[src/hw/usc_map.svh]
// Register offsets, field positions, reset values and baud ratios of the serial transceiver.
`ifndef USC_MAP_SVH
`define USC_MAP_SVH
`define USC_OFF_TXCS 8'h00
`define USC_OFF_RXCS 8'h04
`define USC_OFF_DIV 8'h08
`define USC_OFF_TXDATA 8'h0C
`define USC_OFF_RXBUF 8'h10
`define USC_OFF_STAT 8'h14
`define USC_TXCS_RST 8'h02
`define USC_RXCS_RST 8'h00
`define USC_DIV_RST 8'h00
`define USC_B_CLOCK_SOURCE_SELECT 7
`define USC_B_TX9 6
`define USC_B_TRANSMIT_ENABLE 5
`define USC_B_SYNC 4
`define USC_B_HIGH_SPEED_SELECT 2
`define USC_B_SHIFT_REGISTER_EMPTY 1
`define USC_B_TRANSMIT_NINTH_BIT 0
`define USC_B_SERIAL_PORT_ENABLE 7
`define USC_B_RX9 6
`define USC_B_SINGLE_RECEIVE_ENABLE 5
`define USC_B_CONTINUOUS_RECEIVE_ENABLE 4
`define USC_B_ADDRESS_DETECT_ENABLE 3
`define USC_B_FRAMING_ERROR 2
`define USC_B_OVERRUN_ERROR 1
`define USC_B_RECEIVE_NINTH_BIT 0
`define USC_RATIO_LO 7'h40
`define USC_RATIO_HI 7'h10
`define USC_RATIO_SY 2'h3
`endif

[src/hw/usc_pkg.sv]
// Types shared by the serial transceiver control block.
package usc_pkg;
	typedef struct packed {
		logic dtOut;
		logic dtOe;
		logic ckOut;
		logic ckOe;
	} usc_pin_t;

	typedef struct packed {
		logic [7:0]  txcs;
		logic [7:0]  rxcs;
		logic [7:0]  div;
		logic [7:0]  cnt;
		logic [7:0]  txData;
		logic        txFull;
		logic [10:0] txSh;
		logic [3:0]  txBits;
		logic [5:0]  txPh;
		logic        txBusy;
		logic        txSmp;
		logic [8:0]  rxSh;
		logic [3:0]  rxBits;
		logic [5:0]  rxPh;
		logic        rxBusy;
		logic [1:0]  rxVote;
		logic [7:0]  rxBuf;
		logic        rxValid;
		logic [1:0]  ph4;
		logic        ckLvl;
		logic        dtS1;
		logic        dtS2;
		logic        ckS1;
		logic        ckS2;
		logic        ckPrev;
		logic [31:0] prdata;
		usc_pin_t    pin;
	} usc_state_t;
endpackage

[src/hw/usc_ctrl.sv]
// Control and status registers, baud timer and serial shifters of the serial transceiver.
//
// Register access over APB and the placing of the registers were chosen for this implementation.
`timescale 1ns/10ps
`default_nettype none
`include "usc_map.svh"

// What this block does
// - Sync clock source: master internal, slave external.
// - Transmit width bit picks nine or eight.
// - Transmit enable; sync receive enables override it.
// - Mode bit selects synchronous or asynchronous.
// - High-speed bit picks async division ratio.
// - Shifter-empty status read-only, resets to one.
// - Control bit supplies ninth transmitted bit.
// - Port enable claims pins; clear disables port.
// - Receive width bit picks nine or eight.
// - Single receive takes one word, self-clears.
// - Continuous receive runs while set, beats single.
// - Address detect keeps only ninth-bit-set words.
// - Framing error updates only with next buffered word.
// - Overrun error clears when continuous receive clears.
// - Status bit holds received ninth bit.
// - Free-running 8-bit baud timer set by divisor.
// - Rate divides by 64, 16, 4 times (X+1).
// - Divisor spans full range zero to 255.
// - Divisor write restarts the baud timer at once.
// - Async receive input majority-voted over three samples.
// - Unused transmit control bit reads zero.
// - Async frame: start, 8/9 data LSB first, stop.
// - Async timer ticks sixteen or sixty-four per bit.
module usc_ctrl
	import usc_pkg::*;
#(
	parameter int ADDR_W = 8
) (
	input  wire logic              clk,
	input  wire logic              rst_b,
	input  wire logic              psel,
	input  wire logic              penable,
	input  wire logic              pwrite,
	input  wire logic [ADDR_W-1:0] paddr,
	input  wire logic [31:0]       pwdata,
	output var  logic [31:0]       prdata,
	output var  logic              pready,
	output var  logic              pslverr,
	input  wire logic              dtIn,
	input  wire logic              ckIn,
	output var  usc_pin_t          pin
);

	usc_state_t q;
	usc_state_t n;

	// Ticks of the baud timer per bit or per sampling window.
	function automatic logic [6:0] ratioOf(input logic sync, input logic high_speed_select);
		if (sync)
			return {5'h00, `USC_RATIO_SY} + 7'h01;
		return high_speed_select ? `USC_RATIO_HI : `USC_RATIO_LO;
	endfunction

	function automatic logic isMapped(input logic [ADDR_W-1:0] a);
		case (a[7:0])
			`USC_OFF_TXCS, `USC_OFF_RXCS, `USC_OFF_DIV,
			`USC_OFF_TXDATA, `USC_OFF_RXBUF, `USC_OFF_STAT: return 1'b1;
			default: return 1'b0;
		endcase
	endfunction

	// Bit periods in an asynchronous frame: start, data, optional ninth bit and stop.
	function automatic logic [3:0] asyncFrameLen(input logic nine);
		if (nine)
			return 4'hB;
		return 4'hA;
	endfunction

	// Bits in a synchronous word, which carries no start or stop bit.
	function automatic logic [3:0] syncWordLen(input logic nine);
		if (nine)
			return 4'h9;
		return 4'h8;
	endfunction

	// Read image of the transmit control register.
	// The spare bit always reads zero and the empty flag comes from the shifter itself.
	function automatic logic [31:0] txcsImage(input logic [7:0] cs, input logic busy);
		logic [31:0] img;
		img = 32'h00000000;
		img[7:4] = cs[7:4];
		img[`USC_B_HIGH_SPEED_SELECT] = cs[`USC_B_HIGH_SPEED_SELECT];
		img[`USC_B_SHIFT_REGISTER_EMPTY] = ~busy;
		img[`USC_B_TRANSMIT_NINTH_BIT] = cs[`USC_B_TRANSMIT_NINTH_BIT];
		return img;
	endfunction

	// Write image of the transmit control register.
	// Read-only and spare bits are stored as zero so that nothing stale can leak into a read.
	function automatic logic [7:0] txcsWrite(input logic [7:0] w);
		logic [7:0] v;
		v = w;
		v[3] = 1'b0;
		v[`USC_B_SHIFT_REGISTER_EMPTY] = 1'b0;
		return v;
	endfunction

	// Read multiplexer over the whole register map.
	// Upper bits of every register read zero, as do unmapped and write-only offsets.
	function automatic logic [31:0] readImage(input logic [7:0] a, input usc_state_t s);
		logic [31:0] img;
		img = 32'h00000000;
		case (a)
			`USC_OFF_TXCS:  img = txcsImage(s.txcs, s.txBusy);
			`USC_OFF_RXCS:  img[7:0] = s.rxcs;
			`USC_OFF_DIV:   img[7:0] = s.div;
			`USC_OFF_RXBUF: img[7:0] = s.rxBuf;
			`USC_OFF_STAT:  img[1:0] = {s.rxValid, ~s.txFull};
			default:        img = 32'h00000000;
		endcase
		return img;
	endfunction

	logic       tick;
	logic       serial_port_enable;
	logic       sync;
	logic       master;
	logic       rx9;
	logic [6:0] ratio;
	logic [6:0] mid;
	logic       acc;
	logic       txAllowed;
	logic       rxAsyncOn;
	logic       rxSyncOn;
	logic       run;
	logic       sampleEdge;
	logic       shiftEdge;
	logic       bitV;
	logic       deliver;
	logic       dFerr;
	logic [7:0] dData;
	logic       dNine;

	assign pready  = 1'b1;
	assign pslverr = psel & penable & ~isMapped(paddr);
	assign prdata  = q.prdata;
	assign pin     = q.pin;

	always_comb begin
		n = q;
		deliver = 1'b0;
		dFerr = 1'b0;
		bitV = 1'b0;
		serial_port_enable = q.rxcs[`USC_B_SERIAL_PORT_ENABLE];
		sync = q.txcs[`USC_B_SYNC];
		master = sync & q.txcs[`USC_B_CLOCK_SOURCE_SELECT];
		rx9 = q.rxcs[`USC_B_RX9];
		ratio = ratioOf(sync, q.txcs[`USC_B_HIGH_SPEED_SELECT]);
		mid = ratio >> 1;
		acc = psel & penable;

		// ==========================================================
		// Baud timer
		// The timer counts down from the divisor and reloads at zero, so one tick spans divisor plus one clocks.
		// A divisor write below overrides the reload and restarts the period at once.
		tick = (q.cnt == 8'h00);
		n.cnt = tick ? q.div : q.cnt - 8'h01;

		// ==========================================================
		// Pin synchronisers
		// Both pins come from outside the clock domain; no logic reads the first flop of either pin.
		// The third clock flop exists only to find edges of the already settled level.
		n.dtS1 = dtIn;
		n.dtS2 = q.dtS1;
		n.ckS1 = ckIn;
		n.ckS2 = q.ckS1;
		n.ckPrev = q.ckS2;

		// ==========================================================
		// Register access
		// Read data are latched in the setup cycle and stand unchanged through the access phase.
		// A pop of the receive buffer happens only at the access edge, after the data were taken.
		if (psel & ~penable)
			n.prdata = readImage(paddr[7:0], q);
		if (acc & pwrite) begin
			case (paddr[7:0])
				`USC_OFF_TXCS: n.txcs = txcsWrite(pwdata[7:0]);
				`USC_OFF_RXCS: begin
					n.rxcs[7:3] = pwdata[7:3];
					if (!pwdata[`USC_B_CONTINUOUS_RECEIVE_ENABLE])
						n.rxcs[`USC_B_OVERRUN_ERROR] = 1'b0;
				end
				`USC_OFF_DIV: begin
					n.div = pwdata[7:0];
					n.cnt = pwdata[7:0];
				end
				`USC_OFF_TXDATA: begin
					if (!q.txFull) begin
						n.txData = pwdata[7:0];
						n.txFull = 1'b1;
					end
				end
				default: ;
			endcase
		end
		if (acc & ~pwrite & (paddr[7:0] == `USC_OFF_RXBUF))
			n.rxValid = 1'b0;

		// ==========================================================
		// Synchronous clock and edges
		// The master clock runs only while there is work, so the line rests low between words.
		// In slave mode the edges come from the synchronised clock pin instead.
		rxSyncOn = serial_port_enable & sync & ~q.rxcs[`USC_B_OVERRUN_ERROR] &
			(q.rxcs[`USC_B_CONTINUOUS_RECEIVE_ENABLE] | (master & q.rxcs[`USC_B_SINGLE_RECEIVE_ENABLE]));
		run = master & serial_port_enable & (q.txBusy | rxSyncOn);
		if (!run) begin
			n.ph4 = 2'h0;
			n.ckLvl = 1'b0;
		end else if (tick) begin
			n.ph4 = q.ph4 + 2'h1;
			n.ckLvl = n.ph4[1];
		end
		if (master) begin
			sampleEdge = run & tick & (q.ph4 == 2'h1);
			shiftEdge = run & tick & (q.ph4 == `USC_RATIO_SY);
		end else begin
			sampleEdge = q.ckS2 & ~q.ckPrev;
			shiftEdge = ~q.ckS2 & q.ckPrev;
		end

		// ==========================================================
		// Transmitter
		// Dropping any enable aborts a word in flight; the buffered word then waits for the next enable.
		// In synchronous mode a data bit changes only after the partner has sampled the previous one.
		txAllowed = serial_port_enable & q.txcs[`USC_B_TRANSMIT_ENABLE] &
			~(sync & (q.rxcs[`USC_B_SINGLE_RECEIVE_ENABLE] | q.rxcs[`USC_B_CONTINUOUS_RECEIVE_ENABLE]));
		if (!txAllowed) begin
			n.txBusy = 1'b0;
		end else if (!q.txBusy) begin
			if (q.txFull) begin
				n.txFull = 1'b0;
				n.txBusy = 1'b1;
				n.txPh = 6'h00;
				n.txSmp = 1'b0;
				if (sync) begin
					n.txSh = {2'b00, q.txcs[`USC_B_TRANSMIT_NINTH_BIT], q.txData};
					n.txBits = syncWordLen(q.txcs[`USC_B_TX9]);
				end else if (q.txcs[`USC_B_TX9]) begin
					n.txSh = {1'b1, q.txcs[`USC_B_TRANSMIT_NINTH_BIT], q.txData, 1'b0};
					n.txBits = 4'hB;
				end else begin
					n.txSh = {2'b11, q.txData, 1'b0};
					n.txBits = 4'hA;
				end
			end
		end else if (sync) begin
			if (sampleEdge)
				n.txSmp = 1'b1;
			if (shiftEdge & q.txSmp) begin
				n.txSmp = 1'b0;
				n.txSh = {1'b1, q.txSh[10:1]};
				n.txBits = q.txBits - 4'h1;
				n.txBusy = (q.txBits != 4'h1);
			end
		end else if (tick) begin
			n.txPh = q.txPh + 6'h01;
			if ({1'b0, q.txPh} == ratio - 7'h01) begin
				n.txPh = 6'h00;
				n.txSh = {1'b1, q.txSh[10:1]};
				n.txBits = q.txBits - 4'h1;
				n.txBusy = (q.txBits != 4'h1);
			end
		end

		// ==========================================================
		// Receiver
		// A start bit that votes high is taken as a glitch and the receiver returns to hunting.
		// The stop bit is judged at its middle, so the receiver is idle again well before the next start.
		// Reception stops while an overrun is flagged, until software clears the continuous enable.
		rxAsyncOn = serial_port_enable & ~sync & q.rxcs[`USC_B_CONTINUOUS_RECEIVE_ENABLE] & ~q.rxcs[`USC_B_OVERRUN_ERROR];
		if (sync) begin
			if (!rxSyncOn) begin
				n.rxBits = syncWordLen(rx9);
			end else if (sampleEdge) begin
				n.rxSh = {q.dtS2, q.rxSh[8:1]};
				n.rxBits = q.rxBits - 4'h1;
				if (q.rxBits == 4'h1) begin
					deliver = 1'b1;
					n.rxBits = syncWordLen(rx9);
					if (!q.rxcs[`USC_B_CONTINUOUS_RECEIVE_ENABLE])
						n.rxcs[`USC_B_SINGLE_RECEIVE_ENABLE] = 1'b0;
				end
			end
			n.rxBusy = 1'b0;
		end else if (!rxAsyncOn) begin
			n.rxBusy = 1'b0;
		end else if (!q.rxBusy) begin
			if (!q.dtS2) begin
				n.rxBusy = 1'b1;
				n.rxPh = 6'h00;
				n.rxVote = 2'h0;
				n.rxBits = asyncFrameLen(rx9);
			end
		end else if (tick) begin
			n.rxPh = q.rxPh + 6'h01;
			if ({1'b0, q.rxPh} == ratio - 7'h01)
				n.rxPh = 6'h00;
			if (({1'b0, q.rxPh} == mid - 7'h01) || ({1'b0, q.rxPh} == mid))
				n.rxVote = q.rxVote + {1'b0, q.dtS2};
			if ({1'b0, q.rxPh} == mid + 7'h01) begin
				bitV = ({1'b0, q.rxVote} + {2'b00, q.dtS2}) >= 3'h2;
				n.rxVote = 2'h0;
				n.rxBits = q.rxBits - 4'h1;
				if ((q.rxBits == asyncFrameLen(rx9)) && bitV) begin
					n.rxBusy = 1'b0;
				end else if (q.rxBits == 4'h1) begin
					n.rxBusy = 1'b0;
					deliver = ~rx9 | ~q.rxcs[`USC_B_ADDRESS_DETECT_ENABLE] | q.rxSh[8];
					dFerr = ~bitV;
				end else if (q.rxBits != asyncFrameLen(rx9)) begin
					n.rxSh = {bitV, q.rxSh[8:1]};
				end
			end
		end

		// The buffer is checked after any pop in this cycle, so a read and a new word never collide.
		dData = rx9 ? n.rxSh[7:0] : n.rxSh[8:1];
		dNine = rx9 & n.rxSh[8];
		if (deliver) begin
			if (n.rxValid) begin
				n.rxcs[`USC_B_OVERRUN_ERROR] = 1'b1;
			end else begin
				n.rxBuf = dData;
				n.rxValid = 1'b1;
				n.rxcs[`USC_B_FRAMING_ERROR] = dFerr;
				n.rxcs[`USC_B_RECEIVE_NINTH_BIT] = dNine;
			end
		end

		// ==========================================================
		// Pins
		// Pin values are taken from the next state so that they leave a flop in step with the shifter.
		// The asynchronous transmit line idles high, the synchronous clock idles low.
		n.pin.dtOe = serial_port_enable & sync & n.txBusy;
		n.pin.dtOut = n.txBusy ? n.txSh[0] : 1'b1;
		if (!sync) begin
			n.pin.ckOe = serial_port_enable;
			n.pin.ckOut = n.txBusy ? n.txSh[0] : 1'b1;
		end else begin
			n.pin.ckOe = serial_port_enable & master;
			n.pin.ckOut = master & n.ckLvl;
		end
	end

	always_ff @(posedge clk or negedge rst_b) begin
		if (!rst_b) begin
			q <= '0;
			q.txcs <= `USC_TXCS_RST;
			q.rxcs <= `USC_RXCS_RST;
			q.div <= `USC_DIV_RST;
			q.rxBits <= 4'hA;
		end else begin
			q <= n;
		end
	end

endmodule // usc_ctrl
`default_nettype wire

[config.mk]
export PLATFORM = sky130hd
export DESIGN_NAME = usc_ctrl
export DESIGN_NICKNAME = d
export VERILOG_FILES = /design/src/hw/usc_pkg.sv /design/src/hw/usc_ctrl.sv
export VERILOG_INCLUDE_DIRS = /design/src /design/src/hw
export SDC_FILE = /design/constraint.sdc
export NUM_CORES = 1
export LEC_CHECK = 0
export ABC_CLOCK_PERIOD_IN_PS = 7060
export BUFFER_PORTS_ARGS = -buffer_cell sky130_fd_sc_hd__buf_2
export CAP_MARGIN = 0
export CORE_MARGIN = 10
export CORE_UTILIZATION = 33
export CTS_CLUSTER_SIZE = 8
export DETAILED_ROUTE_END_ITERATION = 8
export SETUP_SLACK_MARGIN = 0.02
export SYNTH_ARGS = -nofsm -noshare
export SYNTH_HDL_FRONTEND = slang
export SYNTH_SLANG_ARGS = --single-unit
export TNS_END_PERCENT = 100
[constraint.sdc]
create_clock -name clk -period 7.06 [get_ports clk]
set_input_delay 1.059 -clock clk [delete_from_list [all_inputs] [get_ports clk]]
set_output_delay 1.059 -clock clk [all_outputs]
set_load 0.01 [all_outputs]
==> flow_metrics.env, run 1 <==
export IMPL_outcome="complete, no violations"
export IMPL_fin_nets=717
export IMPL_synth_async_reset_ratio_pct=100
export IMPL_skew_ns=0.00859
export IMPL_r2r_slack_ns=3.61
export IMPL_n_fill_cell=1845
export IMPL_setup_tns_final_ns=0
export IMPL_routed_via_count=4628
export IMPL_crit_arrival_ns=3.75
export IMPL_cts_hold_buf=0
export IMPL_hold_viol_final=0
export IMPL_cts_tree="built"
export IMPL_worst_pin_slew_ns=1.09
export IMPL_num_antenna_cells=0
export IMPL_worstPathMaxFanout=14
export IMPL_die_w_um=157
export IMPL_clock_latency_ns=0.42
export IMPL_initial_utilization_pct=33.4
export IMPL_syn_area_um2=6230
export IMPL_grt_pass1_vias=4635
export IMPL_first_pass_iters=5
export IMPL_setup_violations=0
export IMPL_area_delta_synth_final_pct=12.6
export IMPL_ys_seq_area_share_pct=45.4
export IMPL_slew_headroom_pct=26.9
export IMPL_antenna_found_initial=0
export IMPL_leakage_nw=3.35
export IMPL_hp_class="flop to flop"
export IMPL_drc=0
export IMPL_wire_per_inst_um=16.2
export IMPL_portBuffers=35
export IMPL_std_cell_rows=50
export IMPL_drive_gt1_share_pct=16.7
export IMPL_post_cts_buffers=0
export IMPL_viasPerCell=5.12
export IMPL_cts_resized=0
export IMPL_cts_sinks=113
export IMPL_core_area_um2=18600
export IMPL_max_freq_ghz=0.290
export IMPL_die_area_um2=24800
export IMPL_clockBufferDepth=2
export IMPL_cts_clk_slew_worst_paths_ns=0.05
export IMPL_fin_cells=904
export IMPL_synth_edf_count=0
export IMPL_powerDensity_nw_per_um2=238
export IMPL_gp_congestion=0.826
export IMPL_fin_crit_sh_pct=48.9
export IMPL_worstSetupPathType="flop to flop"
export IMPL_totalWireLength_um=14600
export IMPL_post_dp_cell_area_um2=6420
export IMPL_ios=85
export IMPL_ys_seq_elements=113
export IMPL_grt_usage_pct=12.2
export IMPL_ant_nets=0
export IMPL_mostFrequentLayoutCells="dfrtp_1 (111), nand2_1 (69), o21ai_0 (45)"
export IMPL_dp_cells=873
export IMPL_synthCells=640
export IMPL_cp_data_required_time_ns=7.37
export IMPL_drt_iter0_markers=313
export IMPL_final_common_cell="dfrtp_1"
export IMPL_vdd_ir_drop_max_mv=0.180
export IMPL_yosysWarnings=0
export IMPL_cp_end_kind="flop"
export IMPL_startpoint_type="flop"
export IMPL_ys_types=73
export IMPL_htree_levels=4
export IMPL_drv_slew=0
export IMPL_grt_max_degree=71
export IMPL_max_cap_violations=0
export IMPL_grt_pass1_wl_um=23900
export IMPL_avgSynthCellArea_um2=9.73
export IMPL_period_minus_slack_ns=3.45
export IMPL_rsz0062_at_grt="no"
export IMPL_cts_inserted_buffers=17
export IMPL_power_w=0.00167
export IMPL_grt_overflow=0
export IMPL_die_h_um=157
export IMPL_synth_ff_type="dfrtp_1"
export IMPL_cts_root_buf="clkbuf_16"
export IMPL_postLayoutCellArea_um2=7010
export IMPL_dp_hpwl_um=10500
-- worst paths after layout --
kind / start / endpoint / depth (start not counted)
setup / recovery: q[107] / q[92] / 8
hold / removal: n[37] / n[36] / 0
setup reg to reg: q[107] / q[92] / 8
hold reg to reg: n[37] / n[36] / 0
max in group asynchronous: rst_b / q[94] / 2
min in group asynchronous: rst_b / prdata[6] / 1
-- synth_stat cells (17+ instances only) --
| cell | count | share of area [%] |
|---|---|---|
| a21oi_1 | 25 | 2.0 |
| buf_4 | 39 | 4.7 |
| clkbuf_1 | 17 | 1.0 |
| dfrtp_1 | 111 | 45 |
| inv_1 | 35 | 2.1 |
| mux2_2 | 30 | 5.4 |
| mux2i_1 | 31 | 5.0 |
| nand2_1 | 69 | 4.2 |
| nor2_1 | 44 | 2.7 |
| o21ai_0 | 45 | 3.6 |
-- metal layers --
metal  up-vias  global-route usage, %  wire length [um]
met5         -                      0                 0
met4         0                   5.57               351
met3        20                   3.36               622
met2       102                   19.3              7050
met1      2263                   15.1              6590
li1       2243                      -                 -
-- registers in the layout (all words and copies together) (netlist names) --
register  flops
pin           4
prdata        8
q            98
n             3
-- where the power goes --
group          switching, W  leakage (nW)  total (W)  internal [W]
clock              0.000300         0.287   0.000866      0.000566
combinational     0.0000622          1.58   0.000103     0.0000405
sequential        0.0000286          1.48   0.000703      0.000675
total              0.000391          3.35    0.00167       0.00128
-- stage by stage --
step	hold slack, ns	utilization [%]	setup slack [ns]
after global placement	0.337	34.4	3.44
after CTS	0.348	37.6	3.58
after floorplan	0.331	-	3.87
final	0.345	37.6	3.61
after detailed placement	0.336	34.4	3.44
after global routing	0.358	37.6	3.26
-- area by class of cell --
type                    instances  area [um2]  area share (%)
multi-input cells             451        2950            42.1
clock buffers                  20         457            6.51
inverters                      36         135            1.93
flip-flops and latches        113        2830            40.4
clock inverters                11         138            1.96
repair buffers                 39         208            2.96
well taps                     234         293            4.17
-- critical path: stages (launching register included) --
cell and delay (ns):
dfrtp_1 0.39, inv_1 0.08, ha_1 0.24, nor3b_1 0.48
and2_0 0.72, and4b_1 0.35, a21o_1 0.26, o21ai_1 0.39
mux2_2 0.42
-- logic make-up after synthesis --
family,synth area share (%)
fa+ha+maj,2.57
other cells,0.121
buf+inv,8.52
compound gates,15.1
flops,45.4
simple gates,15.4
mux,10.6
xor+xnor,2.25
No activity file was read; power rests on OpenSTA's default activity.
==> run 2, diff against run 1 <==
- ABC_CLOCK_PERIOD_IN_PS: 7060 -> 2800
- clock period: 7.06 -> 2.8 ns (I/O delays scaled with it)
==> run 2 against run 1 <==
Net effect:
- sequential power rose to 2.5 times the previous value
- design area is 2.1% higher
- clock skew up 0.0076 ns
- register-to-register slack worse by 3.4 ns
- clock power increased by 130%
- worst setup slack lost 3.4 ns
- core utilization increased by 0.80 points
- global-route usage increased by 0.26 points
- largest power group unchanged
==> flow_metrics.env, run 2 (synthesized netlist as in run 1, its figures left out) <==
export IMPL_hold_viol_final=0
export IMPL_ant_nets=0
export IMPL_cp_end_kind="flop"
export IMPL_grt_usage_pct=12.5
export IMPL_ios=85
export IMPL_area_delta_synth_final_pct=15.0
export IMPL_drv_slew=0
export IMPL_cts_hold_buf=0
export IMPL_drive_gt1_share_pct=19.5
export IMPL_final_common_cell="dfrtp_1"
export IMPL_htree_levels=4
export IMPL_cts_inserted_buffers=17
export IMPL_rsz0062_at_grt="no"
export IMPL_gp_congestion=0.830
export IMPL_n_fill_cell=1871
export IMPL_whs_ns=0.0502
export IMPL_dp_hpwl_um=11000
export IMPL_antenna_found_initial=0
export IMPL_mostFrequentLayoutCells="dfrtp_1 (111), nand2_1 (69), o21ai_0 (45)"
export IMPL_wire_per_inst_um=16.0
export IMPL_die_area_um2=24800
export IMPL_timing_critical_path_mode_cell="o21ai_0"
export IMPL_fin_crit_sh_pct=91.3
export IMPL_core_area_um2=18600
export IMPL_top_register="q"
export IMPL_worstSetupPathType="flop to flop"
export IMPL_first_pass_iters=5
export IMPL_slew_headroom_pct=50.7
export IMPL_leakage_nw=3.44
export IMPL_viasPerCell=5.08
export IMPL_portBuffers=35
export IMPL_std_cell_rows=50
export IMPL_multi_input_area_um2=2970
export IMPL_cts_root_buf="clkbuf_16"
export IMPL_die_w_um=157
export IMPL_post_cts_buffers=0
export IMPL_vdd_ir_drop_max_mv=0.426
export IMPL_drc=0
export IMPL_hp_class="input pin to async pin"
export IMPL_grt_max_degree=54
export IMPL_dp_cells=893
export IMPL_powerDensity_nw_per_um2=566
export IMPL_clock_latency_ns=0.42
export IMPL_worstPathCellList="and3_1 -> o21ai_0 -> o21ai_0 -> a21o_1 -> o21ai_1 -> buf_4 -> mux2_2"
export IMPL_cts_sinks=113
export IMPL_cts_tree="built"
export IMPL_routed_via_count=4697
export IMPL_fin_cells=925
export IMPL_cp_data_required_time_ns=3.10
export IMPL_setup_tns_final_ns=0
export IMPL_worst_pin_slew_ns=0.731
export IMPL_seq_area_um2=2830
export IMPL_fin_nets=737
export IMPL_worstPathMaxFanout=15
export IMPL_grt_overflow=0
export IMPL_grt_pass1_vias=4622
export IMPL_crit_slowest_cell="dfrtp_1"
export IMPL_outcome="complete, no violations"
export IMPL_max_stage_delay_ns=0.67
export IMPL_num_antenna_cells=0
export IMPL_period_minus_slack_ns=2.56
export IMPL_drt_iter0_markers=366
export IMPL_clockBufferDepth=2
export IMPL_r2r_cells=7
export IMPL_initial_utilization_pct=33.4
export IMPL_die_h_um=157
export IMPL_grt_pass1_wl_um=24500
export IMPL_largest_reg_flops=98
export IMPL_setup_violations=0
export IMPL_max_cap_violations=0
export IMPL_max_freq_ghz=0.391
export IMPL_startpoint_type="flop"
export IMPL_totalWireLength_um=14800
export IMPL_skew_ns=0.0162
export IMPL_crit_arrival_ns=2.86
export IMPL_cts_clk_slew_worst_paths_ns=0.06
## run 2: changes by cell type in the layout (fill, tap and decap cells not counted), sizes merged
cell and delta:
buf +20, bufinv -2, clkbuf +2, clkinv +1
## run 2: layout make-up
type	count	area share [%]
multi-input combinational	451	41.5
sequential	113	39.5
clock buffer	22	6.48
timing repair buffer	59	5.35
tap	234	4.09
inverter	36	1.89
clock inverter	10	1.21
## run 2: routing by layer
metal | track usage [%] | wire [um] | vias up | part of all wire [%]
li1 | - | - | 2287 | -
met1 | 16.2 | 6830 | 2316 | 46
met2 | 19.8 | 7180 | 81 | 49
met3 | 2.37 | 587 | 13 | 4.0
met4 | 5.39 | 205 | 0 | 1.4
met5 | 0 | 0 | - | 0
## run 2: stage by stage
step	utilization [%]	setup WS, ns	power [W]	area [um2]
4_1_cts	38.3	0.190	0.00409	7140
5_1_grt	38.4	0.0233	0.00422	7160
3_5_place_dp	35.4	0.0503	0.00206	6590
3_3_place_gp	35.4	0.0663	0.00206	6590
2_1_floorplan	-	0.247	0.00198	6310
6_report	38.4	0.243	0.00405	7160
## run 2: worst max-delay path: cells and delay by family (launching register included)
family | cells | cell delay [ns]
mux | 1 | 0.28
compound gates | 4 | 1.01
buf+inv | 1 | 0.21
flops | 1 | 0.67
simple gates | 1 | 0.27
## run 2: power by group
part           leakage (nW)  switching (W)  total (W)  internal (W)
clock                 0.266       0.000757    0.00201       0.00126
combinational          1.69       0.000157   0.000265      0.000108
sequential             1.48      0.0000744    0.00177       0.00170
## run 2: final timing paths
path	start	endpoint	slack, ns
max	q[135]	q[93]	0.24
min	rst_b	q[59]	0.05
max reg2reg	q[135]	q[93]	0.24
min reg2reg	n[39]	q[39]	0.35
max in group asynchronous	rst_b	pin[3]	1.96
min in group clk	ckIn	n[37]	0.11
## run 2: timing repair
action	CTS	global route
endpoints found under the setup margin	0	9
resized for setup	0	4
endpoints found under the hold margin	0	0
==> run 3, diff against run 2 <==
- ABC_CLOCK_PERIOD_IN_PS: 2800 -> 2400
- PLACE_DENSITY_LB_ADDON: not set -> 0.2
- clock period: 2.8 -> 2.4 ns (I/O delays scaled with it)
==> run 3 against run 2 <==
Net effect:
- design area grew 12%
- core utilization increased by 4.6 points
- maximum frequency increased by 9.3%
- sequential share of layout area is 4.2 points lower
- critical endpoint is now q[46]
- highest routed layer unchanged
==> flow_metrics.env, run 3 (synthesized netlist as in run 1, its figures left out) <==
export IMPL_outcome="complete, no violations"
export IMPL_rr_startpoint="q[53]"
export IMPL_rsz0062_at_grt="yes"
export IMPL_hold_viol_final=0
export IMPL_drive_gt1_share_pct=30.4
export IMPL_fin_nets=786
export IMPL_crit_arrival_ns=2.62
export IMPL_max_stage_delay_ns=0.57
export IMPL_ios=85
export IMPL_num_antenna_cells=0
export IMPL_multi_input_area_um2=3300
export IMPL_fin_cells=974
export IMPL_n_fill_cell=1744
export IMPL_finish_utilization_pct=43.0
export IMPL_grt_usage_pct=13.4
export IMPL_wire_per_inst_um=17.0
export IMPL_clockBufferDepth=2
export IMPL_critical_path_top_delay_family="simple AND/OR/NAND/NOR gates"
export IMPL_power_w=0.00525
export IMPL_std_cell_rows=50
export IMPL_grt_pass1_vias=5004
export IMPL_worstPathCellList="ha_2 -> inv_2 -> ha_4 -> or4bb_4 -> o22ai_4 -> nor4_4 -> o211ai_1 -> buf_4 -> nand2b_4 -> o221ai_2"
export IMPL_crit_start="q[53]"
export IMPL_area_delta_synth_final_pct=28.7
export IMPL_worstSetupPathType="flop to flop"
export IMPL_period_minus_slack_ns=2.34
export IMPL_initial_utilization_pct=33.4
export IMPL_first_pass_iters=5
export IMPL_grt_pass1_wl_um=26200
export IMPL_powerDensity_nw_per_um2=655
export IMPL_cts_clk_slew_worst_paths_ns=0.05
export IMPL_max_cap_violations=0
export IMPL_top_register="q"
export IMPL_cp_end_kind="flop"
export IMPL_drt_iter0_markers=330
export IMPL_dp_cells=931
export IMPL_cts_sinks=113
export IMPL_grt_max_degree=44
export IMPL_seq_area_um2=2830
export IMPL_path_buf_inv=2
export IMPL_mostFrequentLayoutCells="dfrtp_1 (110), nand2_1 (68), buf_4 (62)"
export IMPL_crit_slowest_cell="or4bb_4"
export IMPL_portBuffers=35
export IMPL_leakage_nw=3.77
export IMPL_htree_levels=4
export IMPL_viasPerCell=5.15
export IMPL_dp_hpwl_um=12200
export IMPL_drv_slew=0
export IMPL_hp_class="input pin to flop"
export IMPL_skew_ns=0.00662
export IMPL_worstPathMaxFanout=8
export IMPL_clock_latency_ns=0.41
export IMPL_worst_pin_slew_ns=0.502
export IMPL_ant_nets=0
export IMPL_gp_congestion=0.841
export IMPL_cts_tree="built"
export IMPL_slew_headroom_pct=66.3
export IMPL_setup_violations=0
export IMPL_routed_via_count=5018
export IMPL_largest_reg_flops=98
export IMPL_die_w_um=157
export IMPL_final_common_cell="dfrtp_1"
export IMPL_drc=0
export IMPL_die_h_um=157
export IMPL_antenna_found_initial=0
export IMPL_cts_inserted_buffers=17
export IMPL_vdd_ir_drop_max_mv=0.389
export IMPL_fin_crit_sh_pct=97.5
export IMPL_startpoint_type="flop"
export IMPL_grt_overflow=0
export IMPL_die_area_um2=24800
export IMPL_max_freq_ghz=0.428
export IMPL_cts_root_buf="clkbuf_16"
export IMPL_min_from="ckIn"
export IMPL_totalWireLength_um=16600
export IMPL_cp_data_required_time_ns=2.68
export IMPL_core_area_um2=18600
## run 3: cell types whose count changed in the layout (fill, tap and decap cells not counted), sizes merged
cell / before / now
clkinvlp: 3 / 0
bufinv: 1 / 4
buf: 59 / 105
dlygate4sd3: 0 / 1
or2: 3 / 4
clkdlybuf4s15: 0 / 1
## run 3: timing repair
action,4_1_cts,5_1_grt
gates cloned,0,2
setup buffers,1,9
endpoints found under the setup margin,38,29
hold buffers,1,0
gates resized for setup,23,48
pin swaps,3,11
endpoints found under the hold margin,28,0
## run 3: worst paths after layout
path | to | slack (ns) | cells past startpoint
min in group asynchronous | q[59] | 0.43 | 2
max in group asynchronous | q[135] | 1.26 | 3
hold / removal | n[37] | 0.05 | 1
setup / recovery | q[46] | 0.06 | 10
hold reg to reg | n[36] | 0.35 | 0
setup reg to reg | q[46] | 0.06 | 10
## run 3: layout make-up
| class | count | share of cell area, % |
|---|---|---|
| timing repair buffer | 107 | 10.1 |
| sequential | 113 | 35.3 |
| multi-input combinational | 452 | 41.1 |
| tap | 234 | 3.65 |
| clock inverter | 10 | 1.92 |
| clock buffer | 22 | 6.17 |
| inverter | 36 | 1.69 |
## run 3: report_power, final
part           total, W  switching (W)  internal, W  leakage (nW)
Sequential      0.00209       0.000111      0.00198          1.48
Clock           0.00275       0.000881      0.00187         0.326
Combinational  0.000409       0.000221     0.000188          1.97
Total           0.00525        0.00121      0.00404          3.77
## run 3: per-stage QoR
stage	cell area (um2)	hold WS (ns)	setup WS [ns]	TNS (ns)
2_1_floorplan	6340	0.0644	-0.0848	-0.279
3_3_place_gp	6930	0.337	-0.186	-4.72
3_5_place_dp	6930	0.334	-0.249	-6.45
4_1_cts	7700	0.0331	0.00327	0
5_1_grt	8020	0.0367	-0.0467	-0.165
6_report	8020	0.0516	0.0610	0
## run 3: per-layer routing
| metal | global-route usage (%) | up-vias | share of wire (%) |
|---|---|---|---|
| met5 | 0 | - | 0 |
| met3 | 2.78 | 20 | 4.7 |
| li1 | - | 2386 | - |
| met1 | 18.1 | 2483 | 49 |
| met4 | 5.08 | 0 | 1.5 |
| met2 | 20.5 | 129 | 45 |
